File: src/common/bms_pkg.sv
// Shared constants, types and helpers for the bit instruction execution unit.
// Assumes 14-bit instruction words and an 8-bit file register data path.
package bms_pkg;

  // ----------------------------------------------------------------
  // Widths
  // ----------------------------------------------------------------
  localparam int INSN_W      = 14;
  localparam int FILE_ADDR_W = 7;
  localparam int BIT_SEL_W   = 3;
  localparam int DATA_W      = 8;
  localparam int FILE_DEPTH  = 128;

  // ----------------------------------------------------------------
  // Instruction fields
  // ----------------------------------------------------------------
  localparam int OPC_MSB  = 13;
  localparam int OPC_LSB  = 12;
  localparam int SEL_MSB  = 11;
  localparam int SEL_LSB  = 10;
  localparam int BIT_MSB  = 9;
  localparam int BIT_LSB  = 7;
  localparam int ADDR_MSB = 6;
  localparam int ADDR_LSB = 0;

  localparam logic [1:0]  OPC_BIT_GROUP = 2'h1;
  localparam logic [1:0]  SEL_CLEAR     = 2'h0;
  localparam logic [1:0]  SEL_SET       = 2'h1;
  localparam logic [1:0]  SEL_TEST_ZERO = 2'h2;
  localparam logic [13:0] NOP_WORD      = 14'h0000;

  // ----------------------------------------------------------------
  // Reset values and timing counts
  // ----------------------------------------------------------------
  localparam logic [13:0] RST_INSN   = 14'h0000;
  localparam logic [7:0]  RST_DATA   = 8'h00;
  localparam int          PLAIN_CYCLES = 1;
  localparam int          SKIP_CYCLES  = 2;

  // ----------------------------------------------------------------
  // Types
  // ----------------------------------------------------------------
  typedef enum logic [2:0] {
    other_op                 = 3'h0,
    clear_register_bit_op    = 3'h1,
    set_register_bit_op      = 3'h2,
    test_bit_skip_if_zero_op = 3'h3,
    no_operation_op          = 3'h4
  } bms_op_t;

  typedef enum logic [1:0] {
    bms_st_run  = 2'b01,
    bms_st_kill = 2'b10
  } bms_state_t;

  // Selects one bit of a data byte.
  function automatic logic [7:0] bms_bit_mask(input logic [2:0] pos);
    bms_bit_mask = 8'h01 << pos;
  endfunction : bms_bit_mask

endpackage : bms_pkg

File: src/verilog/bms_bit_decode.sv
// Combinational decoder for the bit instruction group.
// Assumes the instruction word is held stable by the caller for the cycle.
`timescale 1ns/1ps
module bms_bit_decode (
  input  wire logic [13:0]   insn,
  output bms_pkg::bms_op_t   op,
  output logic [6:0]         addr,
  output logic [2:0]         bitpos
);

  // ----------------------------------------------------------------
  // Field split and opcode selection.
  // ----------------------------------------------------------------
  always_comb begin
    addr   = insn[bms_pkg::ADDR_MSB:bms_pkg::ADDR_LSB];
    bitpos = insn[bms_pkg::BIT_MSB:bms_pkg::BIT_LSB];
    op     = bms_pkg::other_op;
    if (insn == bms_pkg::NOP_WORD) begin
      op = bms_pkg::no_operation_op;
    end else if (insn[bms_pkg::OPC_MSB:bms_pkg::OPC_LSB] == bms_pkg::OPC_BIT_GROUP) begin
      unique case (insn[bms_pkg::SEL_MSB:bms_pkg::SEL_LSB])
        bms_pkg::SEL_CLEAR:     op = bms_pkg::clear_register_bit_op;
        bms_pkg::SEL_SET:       op = bms_pkg::set_register_bit_op;
        bms_pkg::SEL_TEST_ZERO: op = bms_pkg::test_bit_skip_if_zero_op;
        default:                op = bms_pkg::other_op;
      endcase
    end
  end

endmodule : bms_bit_decode

File: src/verilog/bms_exec.sv
// Execution unit for bit clear, bit set and bit test with skip.
// Assumes program memory presents fetch_word with fetch_valid on ref_clk.
//
// Notes on behaviour
// - File address 0..127, bit position 0..7.
// - Test skips next when addressed bit zero.
// - Next word fetched while current one executes.
// - Skip discards prefetched word, runs no-operation.
`timescale 1ns/1ps
module bms_exec #(
  parameter int FILE_DEPTH = bms_pkg::FILE_DEPTH
) (
  input  wire logic        ref_clk,
  input  wire logic        sys_rst,
  input  wire logic [13:0] fetch_word,
  input  wire logic        fetch_valid,
  input  wire logic        load_en,
  input  wire logic [6:0]  load_addr,
  input  wire logic [7:0]  load_data,
  input  wire logic [6:0]  peek_addr,
  output bms_pkg::bms_op_t exec_op,
  output logic             exec_valid,
  output logic [6:0]       exec_addr,
  output logic [2:0]       exec_bit,
  output logic             exec_skip,
  output logic [7:0]       exec_data,
  output logic [7:0]       peek_data
);

  // ----------------------------------------------------------------
  // Declarations
  // ----------------------------------------------------------------
  logic [13:0]          ir_reg;
  logic [13:0]          ir_next;
  logic                 ir_valid_reg;
  logic                 ir_valid_next;
  bms_pkg::bms_state_t  state_reg;
  bms_pkg::bms_state_t  state_next;
  logic [7:0]           file_mem [FILE_DEPTH];
  bms_pkg::bms_op_t     dec_op;
  logic [6:0]           dec_addr;
  logic [2:0]           dec_bit;
  logic [7:0]           cur_data;
  logic                 tested_bit;
  logic                 skip_now;
  logic                 wr_en;
  logic [7:0]           wr_data;
  bms_pkg::bms_op_t     exec_op_reg;
  bms_pkg::bms_op_t     exec_op_next;
  logic                 exec_valid_reg;
  logic                 exec_valid_next;
  logic [6:0]           exec_addr_reg;
  logic [6:0]           exec_addr_next;
  logic [2:0]           exec_bit_reg;
  logic [2:0]           exec_bit_next;
  logic                 exec_skip_reg;
  logic                 exec_skip_next;
  logic [7:0]           exec_data_reg;
  logic [7:0]           exec_data_next;
  logic [7:0]           peek_data_reg;
  logic [7:0]           peek_data_next;

  // ----------------------------------------------------------------
  // Decode of the held instruction.
  // ----------------------------------------------------------------
  bms_bit_decode u_decode (
    .insn   (ir_reg),
    .op     (dec_op),
    .addr   (dec_addr),
    .bitpos (dec_bit)
  );

  // ----------------------------------------------------------------
  // Execution and prefetch pipeline.
  // ----------------------------------------------------------------
  always_comb begin
    cur_data   = file_mem[dec_addr];
    tested_bit = cur_data[dec_bit];
    skip_now   = ir_valid_reg && (dec_op == bms_pkg::test_bit_skip_if_zero_op) && !tested_bit;
    wr_en      = ir_valid_reg && ((dec_op == bms_pkg::clear_register_bit_op) ||
                                  (dec_op == bms_pkg::set_register_bit_op));
    if (dec_op == bms_pkg::clear_register_bit_op) begin
      wr_data = cur_data & ~bms_pkg::bms_bit_mask(dec_bit);
    end else begin
      wr_data = cur_data | bms_pkg::bms_bit_mask(dec_bit);
    end
    ir_next       = ir_reg;
    ir_valid_next = 1'b0;
    state_next    = state_reg;
    if (fetch_valid) begin
      ir_valid_next = 1'b1;
      state_next    = bms_pkg::bms_st_run;
      if (skip_now || (state_reg == bms_pkg::bms_st_kill)) begin
        ir_next = bms_pkg::NOP_WORD;
      end else begin
        ir_next = fetch_word;
      end
    end else if (skip_now) begin
      state_next = bms_pkg::bms_st_kill;
    end
  end

  always_ff @(posedge ref_clk) begin
    if (sys_rst) begin
      ir_reg       <= bms_pkg::RST_INSN;
      ir_valid_reg <= 1'b0;
      state_reg    <= bms_pkg::bms_st_run;
    end else begin
      ir_reg       <= ir_next;
      ir_valid_reg <= ir_valid_next;
      state_reg    <= state_next;
    end
  end

  // ----------------------------------------------------------------
  // File register store. Execution wins over a load in the same cycle.
  // ----------------------------------------------------------------
  always_ff @(posedge ref_clk) begin
    if (sys_rst) begin
      for (int i = 0; i < FILE_DEPTH; i++) begin
        file_mem[i] <= bms_pkg::RST_DATA;
      end
    end else if (wr_en) begin
      file_mem[dec_addr] <= wr_data;
    end else if (load_en) begin
      file_mem[load_addr] <= load_data;
    end
  end

  // ----------------------------------------------------------------
  // Reported results.
  // ----------------------------------------------------------------
  always_comb begin
    exec_valid_next = ir_valid_reg;
    exec_op_next    = ir_valid_reg ? dec_op : bms_pkg::other_op;
    exec_addr_next  = dec_addr;
    exec_bit_next   = dec_bit;
    exec_skip_next  = skip_now;
    exec_data_next  = wr_en ? wr_data : cur_data;
    peek_data_next  = file_mem[peek_addr];
  end

  always_ff @(posedge ref_clk) begin
    if (sys_rst) begin
      exec_valid_reg <= 1'b0;
      exec_op_reg    <= bms_pkg::other_op;
      exec_addr_reg  <= '0;
      exec_bit_reg   <= '0;
      exec_skip_reg  <= 1'b0;
      exec_data_reg  <= bms_pkg::RST_DATA;
      peek_data_reg  <= bms_pkg::RST_DATA;
    end else begin
      exec_valid_reg <= exec_valid_next;
      exec_op_reg    <= exec_op_next;
      exec_addr_reg  <= exec_addr_next;
      exec_bit_reg   <= exec_bit_next;
      exec_skip_reg  <= exec_skip_next;
      exec_data_reg  <= exec_data_next;
      peek_data_reg  <= peek_data_next;
    end
  end

  assign exec_valid = exec_valid_reg;
  assign exec_op    = exec_op_reg;
  assign exec_addr  = exec_addr_reg;
  assign exec_bit   = exec_bit_reg;
  assign exec_skip  = exec_skip_reg;
  assign exec_data  = exec_data_reg;
  assign peek_data  = peek_data_reg;
endmodule : bms_exec
File: config.mk
export PLATFORM = sky130hd
export DESIGN_NAME = bms_exec
export DESIGN_NICKNAME = d
export VERILOG_FILES = /design/src/common/bms_pkg.sv /design/src/verilog/bms_bit_decode.sv /design/src/verilog/bms_exec.sv
export SDC_FILE = /design/constraint.sdc
export NUM_CORES = 2
export LEC_CHECK = 0
export BUFFER_PORTS_ARGS = -buffer_cell sky130_fd_sc_hd__buf_2
export CAP_MARGIN = 25
export CORE_MARGIN = 8
export CORE_UTILIZATION = 64
export CTS_BUF_LIST = sky130_fd_sc_hd__clkbuf_16
export CTS_CLUSTER_SIZE = 10
export DETAILED_ROUTE_END_ITERATION = 8
export PLACE_DENSITY_LB_ADDON = 0.05
export SYNTH_ARGS = -nofsm -noshare
export SYNTH_HDL_FRONTEND = slang
export SYNTH_HIERARCHICAL = 1
export SYNTH_SLANG_ARGS = --single-unit
File: constraint.sdc
create_clock -name ref_clk -period 4.5 [get_ports ref_clk]
set_input_delay 0.675 -clock ref_clk [delete_from_list [all_inputs] [get_ports ref_clk]]
set_output_delay 0.675 -clock ref_clk [all_outputs]
set_load 0.05 [all_outputs]
### After elaboration in Yosys (flattened, before gate mapping)

Memories as Yosys holds them, arrays and structs flattened. A register that Yosys moved wholly into a read port is not among the register bits.
Index checks and enable logic that the tools add are counted.

| operators by class | value |
|---|---|
| div/mod/pow operators | 0 |
| equal/unequal tests | 7 |
| $add $sub $neg | 0 |
| bitwise operators | 4 |
| $lt $le $gt $ge | 1 |
| reductions and logical operators | 12 |
| shift operators | 1 |
| mux-type cells | 26 |
| $mul | 0 |

Operators with widths:

| cell | count |
|---|---|
| 8-bit two-way mux | 4 |
| 7-bit two-way mux | 4 |
| 8-bit OR reduction | 2 |
| 14-bit logical NOT | 1 |
| 14-bit two-way mux | 1 |
| 1-bit two-way mux | 13 |
| 8-bit bitwise AND | 1 |
| 8-bit inverter | 1 |
| 8-bit bitwise OR | 1 |
| 1-bit by 3-bit << shifter with 8-bit output, first input constant | 1 |
| 3-bit by 2-bit == test with 1-bit output, second input constant | 2 |
| 3-bit two-way mux | 2 |
| 2-bit case mux with 3 select lines | 1 |
| 2-bit by 1-bit == test with 1-bit output, second input constant | 2 |
| 2-bit == test, second input constant | 2 |
| 3-bit by 4-bit less-than comparator with 1-bit output, second input constant | 1 |
| 2-bit OR reduction | 2 |
| 1-bit binary-select mux with 3-bit select | 1 |
| 3-bit by 1-bit == test with 1-bit output, second input constant | 1 |
| 1-bit logical AND | 3 |
| 2-bit logical NOT | 1 |
| 1-bit logical OR | 2 |
| 1-bit logical NOT | 1 |
| 1-bit inverter | 1 |

| storage, ports and cells | value |
|---|---|
| bits in registers | 40 |
| bits of input ports | 40 |
| bits in latches | 0 |
| output and inout bits | 31 |
| bits in writable memories | 1024 |
| memory bits (read-only) | 0 |
| logic and storage cells | 61 |
| memories kept | 1 |

Memory list:

| name | words | bits a word | read ports | clocked after Yosys merged registers in | wr ports | line | RTL |
|---|---|---|---|---|---|---|---|
| file_mem | 128 | 8 | 2 | 2 | 128 | bms_exec.sv:39 | `logic [7:0] file_mem [FILE_DEPTH];` |

### Logic depth before layout (Yosys ltp)

| depth | value |
|---|---|
| word-level depth | 13 |
| gate-level depth with buffers | 19 |
| mapped depth without buffers | 12 |

### Modules after synthesis

The synthesis kept the hierarchy.

By module, submodules not included:

| module | cells each | times used | seq. area each (sq um) | area each (sq um) |
|---|---|---|---|---|
| bms_exec | 3973 | 1 | 31710.4 | 55305.5 |
| bms_bit_decode | 22 | 1 | 0.0 | 161.4 |

### Worst setup path before layout

No wires, ideal clock.

| path | value |
|---|---|
| kind | reg2reg |
| start | register ir_reg[0] |
| end | memory file_mem[103][6] (data pin) |
| path slack | 872 ps |
| stages on the path, launching flop included | 18 |
| buffers on the path | 10 |
| setup time | 262 ps |
| period minus slack after synthesis | 3628 ps |
| data arrival time | 3367 ps |
| cell sequence | dfxtp_1 > buf_4 > buf_6 > buf_6 > buf_6 > buf_6 > buf_6 > buf_6 > buf_6 > mux4_2 > a221oi_1 > nand4_1 > o311ai_0 > o211ai_1 > a22oi_1 > buf_2 > buf_2 > nor2_1 |

RTL lines:

| what | line | RTL |
|---|---|---|
| start: declaration | bms_exec.sv:33 | `logic [13:0] ir_reg;` |
| start signal: assignment | bms_exec.sv:105 | `ir_reg <= bms_pkg::RST_INSN;` |
| start signal: assignment | bms_exec.sv:109 | `ir_reg <= ir_next;` |
| end: declaration | bms_exec.sv:39 |  |

==> flow_metrics.env <==
export IMPL_ys_flop_type="edfxtp_1"
export IMPL_hold_violations=0
export IMPL_cp_startpoint="ir_reg[0]"
export IMPL_start_kind="register"
export IMPL_largest_register_ffs=1024
export IMPL_period_needed_ns=4.48
export IMPL_hold_buffers=0
export IMPL_synth_enable_flop_cells=1024
export IMPL_pin_count=71
export IMPL_final_period_utilization_pct=99.6
export IMPL_dp_hpwl_mm=129
export IMPL_grt_max_degree=81
export IMPL_status="finished clean"
export IMPL_p_sw_mw=6.58
export IMPL_post_synth_top_area_cell="edfxtp_1"
export IMPL_worst_path_max_fanout=64
export IMPL_portBuffers=70
export IMPL_syn_area_um2=55500
export IMPL_cp_required_ns=4.94
export IMPL_ctsRootBufferMaster="clkbuf_16"
export IMPL_grt_pass1_vias=38000
export IMPL_hold_class="primary input to register"
export IMPL_routed_via_count=39100
export IMPL_synth_seq_cells=1072
export IMPL_drc_errors=0
export IMPL_irDropWorstVdd_mv=0.359
export IMPL_cts_sinks=1072
export IMPL_setup_violations=0
export IMPL_antenna_left=0
export IMPL_power_mw=24.1
export IMPL_rows=108
export IMPL_grt_pass1_wl_mm=269
export IMPL_fin_util_pct=70.9
export IMPL_place_inst=5070
export IMPL_post_cts_buffers=0
export IMPL_async_flop_share_pct=0
export IMPL_num_fill_cells=5738
export IMPL_cts_resized=0
export IMPL_rsz0062_at_grt="no"
export IMPL_max_slew_margin_rel_pct=32.0
export IMPL_drive_above_1_share_pct=24.0
export IMPL_multi_input_area_um2=22100
export IMPL_drt_pre_antenna_iters=6
export IMPL_path_clk_slew_ns=0.06
export IMPL_syn_to_final_growth_pct=10.4
export IMPL_tns_ns=0
export IMPL_antenna_found_initial=11
export IMPL_cts_buffers=121
export IMPL_max_freq_ghz=0.223
export IMPL_synth_cell_types=63
export IMPL_first_iter_violations=6547
export IMPL_core_um2=86300
export IMPL_wl_per_cell_um=35.5
export IMPL_regToRegStartpoint="ir_reg[0]"
export IMPL_holdCritStartpoint="fetch_word[2]"
export IMPL_drv_cap=0
export IMPL_p_sw_share_pct=27.3
export IMPL_initial_core_util_pct=64.2
export IMPL_regArea_um2=31700
export IMPL_power_density_nw_per_um2=393
export IMPL_clkPwrFrac_pct=36.5
export IMPL_synth_nets=4037
export IMPL_die_y_um=310
export IMPL_grt_overflow_total=0
export IMPL_slew_violations=0
export IMPL_syn_inst=3995
export IMPL_ys_warn_count=6
export IMPL_p_leak_nw=21.4
export IMPL_ctsHtreeMaxLevel=3
export IMPL_gp_congestion=1.00
export IMPL_p_int_mw=17.5
export IMPL_syn_mean_instance_area_um2=13.9
export IMPL_pwr_share_seq_pct=47.8
export IMPL_cts_buffer_depth=3
export IMPL_fin_skew_ns=0.0395
export IMPL_critPathKind="register to register"
export IMPL_worst_slew_pin_slew_ns=1.02
export IMPL_seq_area_frac_synth_pct=57.2
export IMPL_combPwrFrac_pct=15.7
export IMPL_cp_arrival_ns=4.92
export IMPL_track_usage_pct=39.1
export IMPL_synthTopCellsByArea="edfxtp_1 55%, mux4_2 21%, nor2_1 7.1%"
export IMPL_synth_top_area_share_pct=55.4
export IMPL_cts_tree="yes"
export IMPL_insertion_delay_ns=0.73
export IMPL_nNetsFinal=4080
export IMPL_final_cells=5257
export IMPL_die_area_um2=96300
export IMPL_routed_wl_mm=187
export IMPL_end_kind="register"
export IMPL_vias_per_cell=7.43
export IMPL_die_w_um=310
-- layer usage --
metal	global-route usage, %	up-vias	wire, um
li1	-	15400	-
met1	54.0	19700	64900
met2	57.1	3408	82000
met3	11.2	569	28000
met4	20.2	14	11700
met5	0	-	99
-- critical path: stages (launching register included) --
cell      delay [ns]
dfxtp_4         0.71
buf_12          0.30
buf_4           0.30
mux4_2          0.56
nor2b_1         0.17
a211oi_1        0.32
a211oi_1        0.21
mux4_2          0.53
or2_1           0.23
a22oi_2         0.26
buf_12          0.35
nor2_1          0.11
-- synthesized netlist by cell type, types with 17 or more instances --
cell / count
mux2i_1: 176
nor3_1: 88
nand2_1: 341
nor2_1: 1046
buf_6: 17
dfxtp_1: 48
a21oi_1: 39
o31ai_1: 18
mux4_2: 528
clkbuf_1: 132
buf_1: 52
nand3_1: 25
buf_4: 34
o22ai_1: 17
edfxtp_1: 1024
a22oi_1: 102
buf_2: 114
-- layout make-up --
class / count / area share, %
clock buffers: 125 / 5.11
flip-flops and latches: 1072 / 51.8
inverters: 17 / 0.108
repair buffers: 269 / 4.09
diodes: 6 / 0.0245
multi-input cells: 2557 / 36.1
well taps: 1155 / 2.36
clock inverters: 56 / 0.413
-- cells by family after synthesis --
family,synth area share (%)
muxes,24.9
buffers and inverters,3.19
and+or+nand+nor,11.5
AOI/OAI and AO/OA,3.19
adders and majority gates,0.0451
xor gates and xnor gates,0.0158
DFF,57.2
-- stage by stage --
stage | setup WS (ns) | instance area, um^2 | hold WS (ns)
2_1_floorplan | 0.872 | 55500 | 0.425
3_3_place_gp | 0.260 | 57800 | 0.457
3_5_place_dp | 0.262 | 57900 | 0.466
4_1_cts | 0.182 | 61200 | 0.213
5_1_grt | 0.0571 | 61200 | 0.241
6_report | 0.0168 | 61300 | 0.247
-- power by group through the flow --
| stage | Sequential [mW] | Clock [mW] | Combinational, mW |
|---|---|---|---|
| 3_3_place_gp | 11.7 | 0 | 3.61 |
| 5_1_grt | 11.5 | 9.09 | 3.84 |
| 3_5_place_dp | 11.7 | 0 | 3.65 |
| 4_1_cts | 11.5 | 8.76 | 3.66 |
| 2_1_floorplan | 11.6 | 0 | 2.16 |
| 6_report | 11.5 | 8.79 | 3.78 |
-- cells in the final DEF, fill, tap and decap left out, types with 6 or more instances in the layout --
cell,instances
a211oi_1,11
buf_4,150
nand3b_1,7
a221oi_1,9
a22oi_1,97
buf_12,49
inv_1,57
o31ai_1,18
mux2_2,14
nand3_1,25
diode_2,6
nor2b_1,13
clkinv_1,7
mux2i_1,176
nor2_2,8
a31oi_1,8
o22ai_1,16
edfxtp_1,1024
buf_2,66
nand2_1,341
nand2b_1,6
a21oi_1,39
and2_1,10
o21ai_0,7
nor4_1,8
nor2_1,1034
dfxtp_1,45
clkbuf_16,125
nand4_1,9
mux4_2,528
nor3_1,88
-- path summary, 6_finish.rpt --
check                                       end  slack, ns  depth (start not counted)
worst max-delay path            file_mem[23][0]       0.02                         11
worst min-delay path                  ir_reg[2]       0.25                          3
worst max register to register  file_mem[23][0]       0.02                         11
worst min register to register     state_reg[1]       0.48                          1
(Power assumes the default switching activity.)
